`src/hw/retry_pkg.sv`:
```
package retry_pkg;
   // register byte offsets (wishbone, one word each)
   localparam logic [7:0] ADDR_FAULT_SEL = 8'h00;
   localparam logic [7:0] ADDR_COUNT_LIMIT = 8'h04;
   localparam logic [7:0] ADDR_WAIT_TIME = 8'h08;
   localparam logic [7:0] ADDR_SUCCESS_CNT = 8'h0c;
   localparam logic [7:0] ADDR_CONFIG = 8'h10;
   localparam logic [7:0] ADDR_STATUS = 8'h14;
   // reset values
   localparam logic [7:0] FAULT_SEL_RST = 8'h00;
   localparam logic [7:0] COUNT_LIMIT_RST = 8'h00;
   localparam logic [15:0] WAIT_TIME_RST = 16'h000a;
   localparam logic [15:0] COAST_RST = 16'h270f;
   localparam logic [7:0] DISPLAY_RST = 8'h00;
   localparam logic [7:0] TERM_FUNC_RST = 8'h00;
   // setting limits
   localparam logic [7:0] FAULT_SEL_MAX = 8'h05;
   localparam logic [7:0] COUNT_PLAIN_MAX = 8'h0a;
   localparam logic [7:0] COUNT_ALARM_MIN = 8'h65;
   localparam logic [7:0] COUNT_ALARM_MAX = 8'h6e;
   localparam logic [7:0] COUNT_ALARM_BASE = 8'h64;
   localparam logic [15:0] WAIT_TIME_MAX = 16'h1770;
   localparam logic [15:0] COAST_DISABLED = 16'h270f;
   localparam logic [7:0] TERM_POS_CODE = 8'h40;
   localparam logic [7:0] TERM_NEG_CODE = 8'ha4;
   // config register fields
   localparam int CFG_COAST_LSB = 0;
   localparam int CFG_DISPLAY_LSB = 16;
   // status register fields
   localparam int ST_STATE_LSB = 0;
   localparam int ST_FAILS_LSB = 4;
   localparam int ST_EXCESS_BIT = 8;
   localparam int ST_FIRST_LSB = 16;
   // timing
   localparam int CLK_HZ = 20_000_000;
   localparam int TICK_MS = 100;
   localparam int TICK_CYCLES = CLK_HZ / 1000 * TICK_MS;
   localparam int SUCCESS_MULT = 4;
   // fault vector positions
   localparam int N_FAULTS = 16;
   localparam int F_OC_ACC = 0;
   localparam int F_OC_CONST = 1;
   localparam int F_OC_DEC = 2;
   localparam int F_OV_ACC = 3;
   localparam int F_OV_CONST = 4;
   localparam int F_OV_DEC = 5;
   localparam int F_MOTOR_OL = 6;
   localparam int F_DRIVE_OL = 7;
   localparam int F_BRAKE = 8;
   localparam int F_EARTH = 9;
   localparam int F_EXT_THERM = 10;
   localparam int F_THERMISTOR = 11;
   localparam int F_STALL = 12;
   localparam int F_STORAGE = 13;
   localparam int F_IN_PHASE = 14;
   localparam int F_CUR_DET = 15;
   // retryable masks per selection
   localparam logic [15:0] MASK_SEL0 = 16'hffff;
   localparam logic [15:0] MASK_SEL1 = 16'h0007;
   localparam logic [15:0] MASK_SEL2 = 16'h0038;
   localparam logic [15:0] MASK_SEL3 = 16'h003f;
   localparam logic [15:0] MASK_SEL4 = 16'hf33f;
   localparam logic [15:0] MASK_SEL5 = 16'h0005;
   localparam logic [4:0] NO_FAULT_CODE = 5'h1f;

   typedef enum logic [2:0] {
      ST_RUN = 3'b000,
      ST_WAIT = 3'b001,
      ST_RESTART = 3'b010,
      ST_PROVE = 3'b011,
      ST_LATCHED = 3'b100
   } state_t;
endpackage : retry_pkg

```
`src/hw/fault_retry_sequencer.sv`:
```
// The register addresses and register access over Wishbone were decided locally.
`timescale 1ns/1ps
`default_nettype none
module fault_retry_sequencer (
   input wire logic clk_i,
   input wire logic rst_i,
   input wire logic wb_cyc_i,
   input wire logic wb_stb_i,
   input wire logic wb_we_i,
   input wire logic [7:0] wb_adr_i,
   input wire logic [31:0] wb_dat_i,
   input wire logic [3:0] wb_sel_i,
   output logic [31:0] wb_dat_o,
   output logic wb_ack_o,
   input wire logic [retry_pkg::N_FAULTS-1:0] fault_i,
   input wire logic power_on_phase_i,
   input wire logic ext_reset_i,
   output logic fault_reset_o,
   output logic restart_o,
   output logic restart_power_fail_timing_o,
   output logic keep_thermal_data_o,
   output logic trip_o,
   output logic alarm_o,
   output logic retry_excess_fault_o,
   output logic retry_in_progress_out_o,
   output logic [4:0] first_fault_code_o
);
   import retry_pkg::*;

   logic [7:0] retry_fault_class_select;
   logic [7:0] retry_count_limit;
   logic [15:0] retry_wait_time;
   logic [15:0] retry_success_counter;
   logic [15:0] restart_coasting_setting;
   logic [7:0] extended_param_display;
   logic [7:0] output_terminal_func_a;
   state_t state;
   logic [3:0] fail_count;
   logic [4:0] first_fault;
   logic storage_at_power_on;
   logic [31:0] tick_div;
   logic [17:0] tick_count;
   logic [17:0] target_ticks;
   logic tick;
   logic [15:0] fault_mask;
   logic [3:0] allowed;
   logic alarm_during_retry;
   logic any_fault;
   logic retryable;
   logic wr;
   logic [4:0] code_of;

   function automatic logic [4:0] first_code(input logic [N_FAULTS-1:0] f);
      logic [4:0] c;
      c = NO_FAULT_CODE;
      for (int i = N_FAULTS - 1; i >= 0; i--) begin
         if (f[i]) begin
            c = 5'(i);
         end
      end
      return c;
   endfunction : first_code

   always_comb begin
      unique case (retry_fault_class_select)
         8'h00: fault_mask = MASK_SEL0;
         8'h01: fault_mask = MASK_SEL1;
         8'h02: fault_mask = MASK_SEL2;
         8'h03: fault_mask = MASK_SEL3;
         8'h04: fault_mask = MASK_SEL4;
         8'h05: fault_mask = MASK_SEL5;
         default: fault_mask = 16'h0000;
      endcase
   end

   always_comb begin
      if (retry_count_limit >= COUNT_ALARM_MIN && retry_count_limit <= COUNT_ALARM_MAX) begin
         allowed = 4'(retry_count_limit - COUNT_ALARM_BASE);
         alarm_during_retry = 1'b1;
      end else if (retry_count_limit <= COUNT_PLAIN_MAX) begin
         allowed = 4'(retry_count_limit);
         alarm_during_retry = 1'b0;
      end else begin
         allowed = 4'h0;
         alarm_during_retry = 1'b0;
      end
   end

   // storage fault seen at power-on is never retried; live phase covers the first trip edge
   assign retryable = |(fault_i & fault_mask) &&
      !(fault_i[F_STORAGE] && (storage_at_power_on || power_on_phase_i));
   assign any_fault = |fault_i;
   assign code_of = first_code(fault_i);
   assign wr = wb_cyc_i && wb_stb_i && wb_we_i && !wb_ack_o && (&wb_sel_i);
   // zero wait still waits one tick; proving window is four waits plus one tick
   assign target_ticks = (retry_wait_time == 16'h0000) ? 18'h00001 : 18'(retry_wait_time);
   assign tick = (tick_div == 32'(TICK_CYCLES - 1));

   always_ff @(posedge clk_i) begin
      if (rst_i) begin
         storage_at_power_on <= 1'b0;
      end else if (power_on_phase_i && fault_i[F_STORAGE]) begin
         storage_at_power_on <= 1'b1;
      end
   end

   // tick generator, cleared while nothing is being timed
   always_ff @(posedge clk_i) begin
      if (rst_i || state == ST_RUN || state == ST_LATCHED || tick) begin
         tick_div <= 32'h0;
      end else begin
         tick_div <= tick_div + 32'h1;
      end
   end

   always_ff @(posedge clk_i) begin
      if (rst_i) begin
         state <= ST_RUN;
         tick_count <= 18'h0;
         fail_count <= 4'h0;
         first_fault <= NO_FAULT_CODE;
         retry_excess_fault_o <= 1'b0;
      end else begin
         unique case (state)
            ST_RUN: begin
               tick_count <= 18'h0;
               if (any_fault) begin
                  first_fault <= code_of;
                  if (retryable && allowed != 4'h0) begin
                     state <= ST_WAIT;
                  end else begin
                     state <= ST_LATCHED;
                  end
               end
            end
            ST_WAIT: begin
               if (tick) begin
                  tick_count <= tick_count + 18'h1;
               end
               if (tick && tick_count + 18'h1 >= target_ticks) begin
                  state <= ST_RESTART;
                  tick_count <= 18'h0;
               end
            end
            ST_RESTART: begin
               state <= ST_PROVE;
            end
            ST_PROVE: begin
               if (any_fault) begin
                  tick_count <= 18'h0;
                  if (fail_count + 4'h1 > allowed || !retryable) begin
                     retry_excess_fault_o <= (fail_count + 4'h1 > allowed);
                     state <= ST_LATCHED;
                  end else begin
                     fail_count <= fail_count + 4'h1;
                     state <= ST_WAIT;
                  end
               end else begin
                  if (tick) begin
                     tick_count <= tick_count + 18'h1;
                  end
                  if (tick && tick_count >= 18'(SUCCESS_MULT) * target_ticks) begin
                     fail_count <= 4'h0;
                     first_fault <= NO_FAULT_CODE;
                     state <= ST_RUN;
                  end
               end
            end
            ST_LATCHED: begin
               if (ext_reset_i) begin
                  state <= ST_RUN;
                  fail_count <= 4'h0;
                  first_fault <= NO_FAULT_CODE;
                  retry_excess_fault_o <= 1'b0;
               end
            end
            default: state <= ST_RUN;
         endcase
      end
   end

   // restart pulse and side info for restart control
   always_ff @(posedge clk_i) begin
      if (rst_i) begin
         fault_reset_o <= 1'b0;
         restart_o <= 1'b0;
         restart_power_fail_timing_o <= 1'b0;
         keep_thermal_data_o <= 1'b0;
      end else begin
         fault_reset_o <= (state == ST_WAIT && tick && tick_count + 18'h1 >= target_ticks);
         restart_o <= (state == ST_RESTART);
         restart_power_fail_timing_o <= (restart_coasting_setting != COAST_DISABLED);
         keep_thermal_data_o <= (state == ST_WAIT || state == ST_RESTART);
      end
   end

   always_ff @(posedge clk_i) begin
      if (rst_i) begin
         trip_o <= 1'b0;
         alarm_o <= 1'b0;
         retry_in_progress_out_o <= 1'b0;
         first_fault_code_o <= NO_FAULT_CODE;
      end else begin
         trip_o <= (state == ST_LATCHED || state == ST_WAIT);
         if (state == ST_LATCHED) begin
            alarm_o <= 1'b1;
         end else if (state == ST_WAIT || state == ST_RESTART) begin
            alarm_o <= alarm_during_retry;
         end else begin
            alarm_o <= 1'b0;
         end
         // terminal polarity from assigned function code
         if (output_terminal_func_a == TERM_NEG_CODE) begin
            retry_in_progress_out_o <= !(state == ST_WAIT || state == ST_RESTART);
         end else if (output_terminal_func_a == TERM_POS_CODE) begin
            retry_in_progress_out_o <= (state == ST_WAIT || state == ST_RESTART);
         end else begin
            retry_in_progress_out_o <= 1'b0;
         end
         first_fault_code_o <= first_fault;
      end
   end

   // parameter registers, all but the config register locked unless display setting is 0
   always_ff @(posedge clk_i) begin
      if (rst_i) begin
         retry_fault_class_select <= FAULT_SEL_RST;
         retry_count_limit <= COUNT_LIMIT_RST;
         retry_wait_time <= WAIT_TIME_RST;
         restart_coasting_setting <= COAST_RST;
         extended_param_display <= DISPLAY_RST;
         output_terminal_func_a <= TERM_FUNC_RST;
      end else if (wr) begin
         if (wb_adr_i == ADDR_CONFIG) begin
            restart_coasting_setting <= wb_dat_i[CFG_COAST_LSB +: 16];
            extended_param_display <= wb_dat_i[CFG_DISPLAY_LSB +: 8];
            output_terminal_func_a <= wb_dat_i[CFG_DISPLAY_LSB + 8 +: 8];
         end else if (extended_param_display == 8'h00) begin
            if (wb_adr_i == ADDR_FAULT_SEL && wb_dat_i[7:0] <= FAULT_SEL_MAX) begin
               retry_fault_class_select <= wb_dat_i[7:0];
            end
            if (wb_adr_i == ADDR_COUNT_LIMIT && (wb_dat_i[7:0] <= COUNT_PLAIN_MAX ||
                (wb_dat_i[7:0] >= COUNT_ALARM_MIN && wb_dat_i[7:0] <= COUNT_ALARM_MAX))) begin
               retry_count_limit <= wb_dat_i[7:0];
            end
            if (wb_adr_i == ADDR_WAIT_TIME && wb_dat_i[15:0] <= WAIT_TIME_MAX) begin
               retry_wait_time <= wb_dat_i[15:0];
            end
         end
      end
   end

   // success increment wins over a same-cycle clear
   always_ff @(posedge clk_i) begin
      if (rst_i) begin
         retry_success_counter <= 16'h0;
      end else if (state == ST_PROVE && !any_fault && tick &&
                   tick_count >= 18'(SUCCESS_MULT) * target_ticks) begin
         retry_success_counter <= retry_success_counter + 16'h1;
      end else if (wr && wb_adr_i == ADDR_SUCCESS_CNT && extended_param_display == 8'h00 &&
                   wb_dat_i[15:0] == 16'h0000) begin
         retry_success_counter <= 16'h0;
      end
   end

   always_ff @(posedge clk_i) begin
      if (rst_i) begin
         wb_ack_o <= 1'b0;
         wb_dat_o <= 32'h0;
      end else begin
         wb_ack_o <= wb_cyc_i && wb_stb_i && !wb_ack_o;
         unique case (wb_adr_i)
            ADDR_FAULT_SEL: wb_dat_o <= {24'h0, retry_fault_class_select};
            ADDR_COUNT_LIMIT: wb_dat_o <= {24'h0, retry_count_limit};
            ADDR_WAIT_TIME: wb_dat_o <= {16'h0, retry_wait_time};
            ADDR_SUCCESS_CNT: wb_dat_o <= {16'h0, retry_success_counter};
            ADDR_CONFIG: wb_dat_o <= {output_terminal_func_a, extended_param_display,
                                      restart_coasting_setting};
            ADDR_STATUS: wb_dat_o <= {11'h0, first_fault, 7'h0, retry_excess_fault_o,
                                      fail_count, 1'b0, state};
            default: wb_dat_o <= 32'h0;
         endcase
      end
   end
endmodule : fault_retry_sequencer
`default_nettype wire

```
`config.mk`:
```
export PLATFORM = sky130hd
export DESIGN_NAME = fault_retry_sequencer
export DESIGN_NICKNAME = d
export VERILOG_FILES = /design/src/hw/retry_pkg.sv /design/src/hw/fault_retry_sequencer.sv
export SDC_FILE = /design/constraint.sdc
export NUM_CORES = 1
export LEC_CHECK = 0
export BUFFER_PORTS_ARGS = -buffer_cell sky130_fd_sc_hd__buf_4
export CORE_ASPECT_RATIO = 2
export CORE_MARGIN = 3
export CORE_UTILIZATION = 60
export CTS_CLUSTER_SIZE = 20
export DETAILED_ROUTE_END_ITERATION = 8
export PLACE_DENSITY_LB_ADDON = 0.12
export RECOVER_POWER = 50
export SETUP_SLACK_MARGIN = 0.2
export SYNTH_ARGS = -nofsm -noshare
export SYNTH_HDL_FRONTEND = slang
export SYNTH_SLANG_ARGS = --single-unit
```
`constraint.sdc`:
```
create_clock -name clk_i -period 9.3 [get_ports clk_i]
set_input_delay 1.86 -clock clk_i [delete_from_list [all_inputs] [get_ports clk_i]]
set_output_delay 1.86 -clock clk_i [all_outputs]
set_load 0.005 [all_outputs]
```
==> metrics.txt, run 1 <==
status complete, but fails checks; failing checks max-capacitance violations, max-slew violations; Post-Synth XOR/XNOR Area 0.0401; R2R setup slack 5.38 ns; sequential fraction of the synthesis area 0.394; Worst VDD drop 0.121 mV; Num Clock Sinks 189; GRT Total Usage 0.299; Post-route DRC 0; vias in the first global route 8682; Layout Cells excl Fill 1461; Design Area, Final 11100 µm²; clk root buf clkbuf_16; Starting Density 0.619; post_cts resized 0; share of cells above drive strength 1 0.136; CP endpoint kind flop; placed insts 1430; Reg-to-Reg End state[0]; Max-cap violations 2; worst r2r src tick_count[3]; Post-synth EDFFs 0; 1st-pass router iterations 5; Syn Nets 1278; vias 8880; Hold Path End first_fault_code_o[2]; fill cell count 1347; Startpoint Class input pin; RePlAce Congestion 0.913; top cells by area, synth dfxtp_1 39%, nand2_1 6.3%, ha_1 5.7%; leading area contributor after synthesis dfxtp_1; area of the multi-input gates 5400 µm²; Synth Flop Type dfxtp_1; Compound-Gate Fraction of Synth Area 0.149; largest net degree at the start of global routing 53; final hold violation count 0; Routed Antenna Nets 0; total CTS buffers 17; slowest CP cell clkbuf_1; Synth Area in Adders 0.0573; GRT Residual Overflow 0; routed len/inst 17.8 µm; pre-CTS setup slack 4.00 ns; CP max FO 52; distinct cell type count after synthesis 82; Worst-path clk slew 0.07 ns; CTS tree built; later-pin clock latency in the skew report 0.43 ns; Fin Setup TNS 0 ns; Worst Hold Launch first_fault[2]; largest family of logic cells by synthesized area simple AND/OR/NAND/NOR gates; worst setup margin 3.72 ns; Rel. slew slack -0.643; leakage power 4.37 nW; cell repeated most along the worst path clkbuf_1; Synth Instances 1167; Clock Skew 0.00924 ns; hold path cells 2; Worst-Margin Slew 2.46 ns; drt via density 6.08; WP data required 9.63 ns; largest stage delay on the critical path 1.85 ns; I/O pin cnt 113; FF/Latch Area 3780 µm²; number of antenna violations at the first check in global routing 0; final period utilization 0.600; die height 185 µm; first-pass GRT wire length 41600 µm; I/O Buffers 112; Post-Route WL 26000 µm; Post-CTS Setup Bufs 0; DP Area 10500 µm²; register bit count reported by yosys 189; full die area 17700 µm²; Worst R2R Path Depth 14; die width 95.5 µm; DP Wirelength 19300 µm; mux contribution to synthesized area 0.0364; async set-reset flop share out of synthesis 0; clock buffer depth 2; Finish-stage setup viols 0; Hold WC Path Type flop to flop; share of the synthesized area in the top cell type 0.394; RSZ-0062 raised after global routing false; total inserted antenna cells 0; Slew Limit Fails 94; Synth warnings 0; Post-CTS Hold Buffers 0; H-tree Lvls 4; Core ar. 15500 µm²; critical path, cell by cell clkbuf_1 > clkbuf_1 > nor3b_1 > buf_4 > a21o_1 > a22o_1; Max Freq 0.179 GHz; Pwr Density 149 nW/µm²; syn_area_per_cell 8.24 µm²; DR iter-0 viols 556; Synth Cell Area 9610 µm²; Nets 1362; Crit Path Category input pin to flop; Final min period 5.58 ns; row cnt 64; Simple-Gate Fraction of Synth Area 0.279; area growth from synthesis to layout 15.0%; critical path arrival 5.91 ns
[flip-flops by register name (all words and copies together), names as in the netlist, 5 cells and up]
| register | count |
|---|---|
| retry_wait_time | 16 |
| retry_success_counter | 16 |
| restart_coasting_setting | 16 |
| output_terminal_func_a | 8 |
| retry_fault_class_select | 8 |
| tick_div | 32 |
| tick_count | 18 |
| first_fault_code_o | 5 |
| extended_param_display | 8 |
| wb_dat_o | 32 |
| retry_count_limit | 8 |
| first_fault | 5 |
[per-stage QoR]
| step | power, mW | hold slack, ns | util |
|---|---|---|---|
| after floorplan | 0.874 | 0.417 | - |
| after global placement | 0.914 | 0.438 | 0.676 |
| after detailed placement | 0.915 | 0.443 | 0.676 |
| after CTS | 1.65 | 0.460 | 0.715 |
| after global routing | 1.69 | 0.477 | 0.712 |
| final | 1.64 | 0.459 | 0.712 |
[how the worst max path moves through the flow]
| stage | from | to | slack (ns) | depth (start not counted) |
|---|---|---|---|---|
| after floorplan | fault_i[4] | first_fault[3] | 5.24 | 6 |
| after global placement | wb_adr_i[0] | extended_param_display[4] | 4.13 | 8 |
| after detailed placement | wb_adr_i[0] | extended_param_display[2] | 4.00 | 8 |
| after CTS | wb_adr_i[0] | extended_param_display[2] | 4.43 | 8 |
| after global routing | rst_i | tick_count[16] | 3.40 | 6 |
| final | rst_i | retry_success_counter[4] | 3.72 | 6 |
[synth_stat cells (7+ instances only)]
master    count
buf_1         7
xnor2_1      19
a22oi_1      11
dfxtp_1     189
or4_1         7
o21ai_0      34
o21ai_1      17
inv_1        41
a31oi_1       7
nand2_1     162
clkbuf_1     34
nor4_1       21
and3_1       29
a221oi_1      7
a21o_1        8
a21oi_1      71
mux2i_1      29
nor2b_1      12
nor3_1       34
or2_2        11
nand2b_1      8
nand3_1      43
o211ai_1     13
or3_1        11
and2_1       13
nor2_1      128
xor2_1       25
ha_1         44
nand4_1      22
[placed cells by master (no fill, tap or decap), drive strengths merged, types with 35 or more instances in the layout]
| cell | synthesis | final |
|---|---|---|
| dfxtp | 189 | 189 |
| nand2 | 162 | 162 |
| nor2 | 131 | 131 |
| a21oi | 71 | 71 |
| clkbuf | 34 | 70 |
| buf | 22 | 69 |
| o21ai | 52 | 52 |
| inv | 41 | 45 |
| ha | 44 | 44 |
| nand3 | 43 | 43 |
| nor3 | 35 | 35 |
[final cells by class]
class | count | area share
clock buffer | 18 | 0.0388
clock inverter | 13 | 0.0149
inverter | 42 | 0.0143
multi-input combinational | 880 | 0.489
sequential | 189 | 0.342
tap | 198 | 0.0224
timing repair buffer | 121 | 0.0788
[report_power, final]
part / switching (mW) / internal (mW) / total (mW)
logic: 0.0437 / 0.0348 / 0.0785
clock network: 0.324 / 0.425 / 0.749
registers: 0.00336 / 0.814 / 0.817
total: 0.371 / 1.27 / 1.64
[worst max-delay path: cells and delay by family]
family / cells / cell delay, ns
buffers and inverters: 3 / 3.52
AND/OR/NAND/NOR: 1 / 0.14
AO/OA/AOI/OAI: 2 / 0.34
[per-layer routing]
| layer | routed length (µm) | GRT usage | vias to the layer above |
|---|---|---|---|
| li1 | - | - | 4308 |
| met1 | 9470 | 0.302 | 4186 |
| met2 | 14000 | 0.557 | 288 |
| met3 | 1110 | 0.0472 | 98 |
| met4 | 1450 | 0.176 | 0 |
| met5 | 0 | 0 | - |
[kinds of logic after synthesis]
logic type / Yosys count
xor+xnor: 44
flops: 189
simple gates: 538
fa+ha+maj: 44
buf+inv: 98
compound gates: 220
mux: 34
Power figures use the tool's default switching activity.
==> run 2: changes to the inputs <==
CORE_UTILIZATION = 53   (was 60)
clock period = 4.95 ns   (was 9.3 ns; I/O delays follow)
==> metrics.txt, run 2 (synthesis gave the netlist of run 1 again) <==
critical path arrival 4.44 ns (was 5.91 ns); H-tree Lvls 4 (unchanged); die width 101 µm (was 95.5 µm); Post-Route WL 26800 µm (was 26000 µm); row cnt 69 (was 64); 1st-pass router iterations 6 (was 5); number of antenna violations at the first check in global routing 0 (unchanged); WP data required 5.23 ns (was 9.63 ns); Startpoint Class input pin (unchanged); Crit Path Category input pin to flop (unchanged); Worst VDD drop 0.190 mV (was 0.121 mV); Worst-Margin Slew 2.69 ns (was 2.46 ns); largest net degree at the start of global routing 56 (was 53); GRT Total Usage 0.274 (was 0.299); Largest regs tick_div x32, wb_dat_o x32, tick_count x18 (unchanged); Layout Cells excl Fill 1479 (was 1461); clk root buf clkbuf_16 (unchanged); pre-CTS setup slack 0.974 ns (was 4.00 ns); clock buffer depth 2 (unchanged); fill cell count 1616 (was 1347); Net Sw Frac 0.228 (was 0.226); I/O Buffers 112 (unchanged); area growth from synthesis to layout 15.3% (was 15.0%); Seq pwr share 0.503 (was 0.497); I/O pin cnt 113 (unchanged); Nets 1365 (was 1362); Core ar. 17800 µm² (was 15500 µm²); share of cells above drive strength 1 0.139 (was 0.136); Post-CTS Hold Buffers 0 (unchanged); full die area 19900 µm² (was 17700 µm²); Post-route DRC 0 (unchanged); final period utilization 0.840; final hold violation count 0 (unchanged); Internal 2.36 mW (was 1.27 mW); commonest cells after routing, fill and taps aside 189 x dfxtp_1, 162 x nand2_1, 128 x nor2_1 (unchanged); Slew Limit Fails 56 (was 94); Worst-path clk slew 0.07 ns (about the same); Routed Antenna Nets 0 (unchanged); total CTS buffers 17 (unchanged); routed len/inst 18.2 µm (was 17.8 µm); CTS tree built (unchanged); die height 196 µm (was 185 µm); CP max FO 55 (was 52); later-pin clock latency in the skew report 0.44 ns (was 0.43 ns); CP endpoint kind flop (unchanged); placed insts 1448 (was 1430); Fin Setup TNS 0 ns (unchanged); Min Hold Slack 0.459 ns (about the same); post_cts resized 0 (unchanged); Finish-stage setup viols 0 (unchanged); leakage power 4.38 nW (was 4.37 nW); RePlAce Congestion 0.930 (was 0.913); RSZ-0062 raised after global routing false (unchanged); Post-CTS Setup Bufs 0 (unchanged); hold path cells 1 (was 2); Num Clock Sinks 189 (unchanged); vias 8761 (was 8880); Combinational Power Share 0.049 (was 0.048); status complete, but fails checks (unchanged); Clock power frac 0.448 (was 0.455); Max Freq 0.241 GHz; Rel. slew slack -0.793 (was -0.643); Max-cap violations 1 (was 2); DP Wirelength 20500 µm (was 19300 µm); failing checks max-capacitance violations, max-slew violations (unchanged); Clock Skew 0.0123 ns (was 0.00924 ns); P_sw 697 µW (was 371 µW); vias in the first global route 8717 (was 8682); Worst R2R Path Depth 11 (was 14); GRT Residual Overflow 0 (unchanged); most common cell after layout, fill and taps aside dfxtp_1 (unchanged); worst setup margin 0.794 ns (was 3.72 ns); drt via density 5.92 (was 6.08); total inserted antenna cells 0 (unchanged); Hold WC Path Type flop to flop (unchanged); Final min period 4.16 ns; first-pass GRT wire length 42800 µm (was 41600 µm); DR iter-0 viols 393 (was 556); Pwr Density 275 nW/µm² (was 149 nW/µm²); Starting Density 0.541 (was 0.619)
run 2: through the flow:
step / instance area (µm²) / util / power [mW]
after floorplan: 9610 / - / 1.64
after global placement: 10500 / 0.593 / 1.72
after detailed placement: 10500 / 0.593 / 1.72
after CTS: 11100 / 0.626 / 3.07
after global routing: 11100 / 0.623 / 3.15
final: 11100 / 0.623 / 3.05
run 2: layout make-up:
| cell class | instances | area (µm²) | share of cell area |
|---|---|---|---|
| Sequential cell | 189 | 3780 | 0.341 |
| Timing Repair Buffer | 124 | 902 | 0.0814 |
| Tap cell | 213 | 267 | 0.0240 |
| Inverter | 42 | 158 | 0.0142 |
| Multi-Input combinational cell | 880 | 5390 | 0.487 |
| Clock inverter | 12 | 138 | 0.0124 |
| Clock buffer | 19 | 443 | 0.0400 |
run 2: power by group through the flow:
stage | Combinational [mW] | Sequential [mW] | Clock (mW)
2_1_floorplan | 0.0725 | 1.57 | 0
3_3_place_gp | 0.149 | 1.57 | 0
3_5_place_dp | 0.149 | 1.57 | 0
4_1_cts | 0.150 | 1.54 | 1.39
5_1_grt | 0.160 | 1.54 | 1.45
6_report | 0.148 | 1.54 | 1.37
run 2: per-layer routing:
metal | vias to the layer above | track usage | part of all wire
li1 | 4319 | - | -
met1 | 4127 | 0.270 | 0.35
met2 | 234 | 0.523 | 0.56
met3 | 81 | 0.0365 | 0.038
met4 | 0 | 0.159 | 0.052
met5 | - | 0 | 0
run 2: final timing paths:
check / startpoint / end / slack, ns
hold / removal: retry_success_counter[15] / retry_success_counter[15] / 0.46
hold reg to reg: retry_success_counter[15] / retry_success_counter[15] / 0.46
setup / recovery: rst_i / tick_count[17] / 0.79
setup reg to reg: retry_wait_time[7] / retry_success_counter[15] / 1.15
run 2: critical path: stages:
cell and delay (ns):
clkbuf_1 1.87, clkbuf_2 0.96, nor2_1 0.16, o21ai_0 0.20
o31a_1 0.16, a311oi_1 0.05
==> run 3: changes to the inputs <==
clock period = 3.7 ns   (was 4.95 ns; I/O delays follow)
==> metrics.txt, run 3 (synthesis gave the netlist of run 1 again) <==
fill cell count 1639 (was 1616); worst r2r src retry_wait_time[4] (was retry_wait_time[7]); Rel. slew slack -0.202 (was -0.793); total inserted antenna cells 0 (unchanged); critical path arrival 3.70 ns (was 4.44 ns); DP Area 10600 µm² (was 10500 µm²); row cnt 69 (unchanged); Fin Setup TNS 0 ns (unchanged); later-pin clock latency in the skew report 0.43 ns (was 0.44 ns); share of cells above drive strength 1 0.147 (was 0.139); Starting Density 0.541 (unchanged); CTS tree built (unchanged); leakage power 4.45 nW (was 4.38 nW); Worst VDD drop 0.256 mV (was 0.190 mV); Core ar. 17800 µm² (unchanged); vias in the first global route 8777 (was 8717); pre-CTS setup slack 0.229 ns (was 0.974 ns); Final Util 0.630 (was 0.623); Worst Hold Launch first_fault[2] (was retry_success_counter[15]); drt via density 5.90 (was 5.92); Min Hold Slack 0.458 ns (was 0.459 ns); commonest cells after routing, fill and taps aside 189 x dfxtp_1, 162 x nand2_1, 128 x nor2_1 (unchanged); RePlAce Congestion 0.922 (was 0.930); first-pass GRT wire length 43600 µm (was 42800 µm); final period utilization 0.917; routed len/inst 18.2 µm (about the same); Worst-Margin Slew 1.80 ns (was 2.69 ns); Routed Antenna Nets 0 (unchanged); gr busiest metal met2 (unchanged); Clock Skew 0.00971 ns (was 0.0123 ns); number of antenna violations at the first check in global routing 0 (unchanged); met3 Track Usage GR 0.0358 (was 0.0365); Pwr Density 371 nW/µm² (was 275 nW/µm²); DP Wirelength 20600 µm (was 20500 µm); WP data required 4.01 ns (was 5.23 ns); most common cell after layout, fill and taps aside dfxtp_1 (unchanged); Max-cap violations 1 (unchanged); I/O pin cnt 113 (unchanged); area growth from synthesis to layout 16.5% (was 15.3%); largest net degree at the start of global routing 54 (was 56); Layout Cells excl Fill 1491 (was 1479); DR iter-0 viols 568 (was 393); placed insts 1461 (was 1448); failing checks max-capacitance violations, max-slew violations (unchanged); Worst-path clk slew 0.07 ns (about the same); Post-route DRC 0 (unchanged); Final min period 3.39 ns; 1st-pass router iterations 8 (was 6); Startpoint Class flop (was input pin); Post-Route WL 27100 µm (was 26800 µm); GR Util met1 0.290 (was 0.270); Finish-stage setup viols 0 (unchanged); Nets 1379 (was 1365); I/O Buffers 112 (unchanged); Slew Limit Fails 40 (was 56); Max Freq 0.295 GHz; worst setup margin 0.305 ns (was 0.794 ns); Worst Setup SP retry_wait_time[4] (was rst_i); H-tree Lvls 4 (unchanged); Num Clock Sinks 189 (unchanged); RSZ-0062 raised after global routing true (was false); CP max FO 5 (was 55); GRT Total Usage 0.277 (was 0.274); met2 GRT Util 0.523 (unchanged); Design Area, Final 11200 µm² (was 11100 µm²); power consumption 4.15 mW (was 3.05 mW); total CTS buffers 17 (unchanged); CP endpoint kind flop (unchanged); clk root buf clkbuf_16 (unchanged); die height 196 µm (unchanged); vias 8798 (was 8761); final hold violation count 0 (unchanged); Hold WC Path Type flop to flop (unchanged); Crit Path Category flop to flop (was input pin to flop); status complete, but fails checks (unchanged); Largest regs tick_div x32, wb_dat_o x32, tick_count x18 (unchanged); full die area 19900 µm² (unchanged); GRT Residual Overflow 0 (unchanged); die width 101 µm (unchanged); clock buffer depth 2 (unchanged); Post-CTS Hold Buffers 0 (unchanged)
==> run 3: cell type report <==
type / count / area [µm²] / area share
Multi-Input combinational cell: 880 / 5390 / 0.481
Sequential cell: 189 / 3780 / 0.338
Tap cell: 213 / 267 / 0.0238
Inverter: 42 / 158 / 0.0141
Timing Repair Buffer: 138 / 1000 / 0.0894
Clock inverter: 9 / 138 / 0.0123
Clock buffer: 20 / 467 / 0.0417
==> run 3: power by group <==
part	internal [mW]	total (mW)	leakage [nW]	switching (mW)
logic	0.0896	0.197	2.64	0.108
clock network	1.11	1.90	0.283	0.789
registers	2.05	2.06	1.53	0.00908
total	3.25	4.15	4.45	0.906
==> run 3: layer usage <==
metal	routed length [µm]	vias up
li1	-	4336
met2	15100	256
met5	0	-
met4	1210	0
met1	9690	4141
met3	1070	65
==> run 3: path summary, 6_finish.rpt <==
kind	end	slack (ns)	cells after the start
setup / recovery	first_fault[3]	0.31	10
hold reg to reg	first_fault_code_o[2]	0.46	2
setup reg to reg	first_fault[3]	0.31	10
hold / removal	first_fault_code_o[2]	0.46	2
==> run 3: worst max-delay path: stages (launching register included) <==
cell       delay, ns
dfxtp_1         0.38
nor4_1          0.38
a41o_1          0.33
ha_1            0.26
nand3_1         0.08
a311oi_1        0.09
o311a_1         0.44
o311ai_1        0.55
a2bb2oi_1       0.23
o21ai_2         0.14
mux2_1          0.38
==> run 3: repair_timing <==
action,4_1_cts,5_1_grt
endpoints found under the setup margin,0,22
resized for setup,0,6
setup buffers,0,1
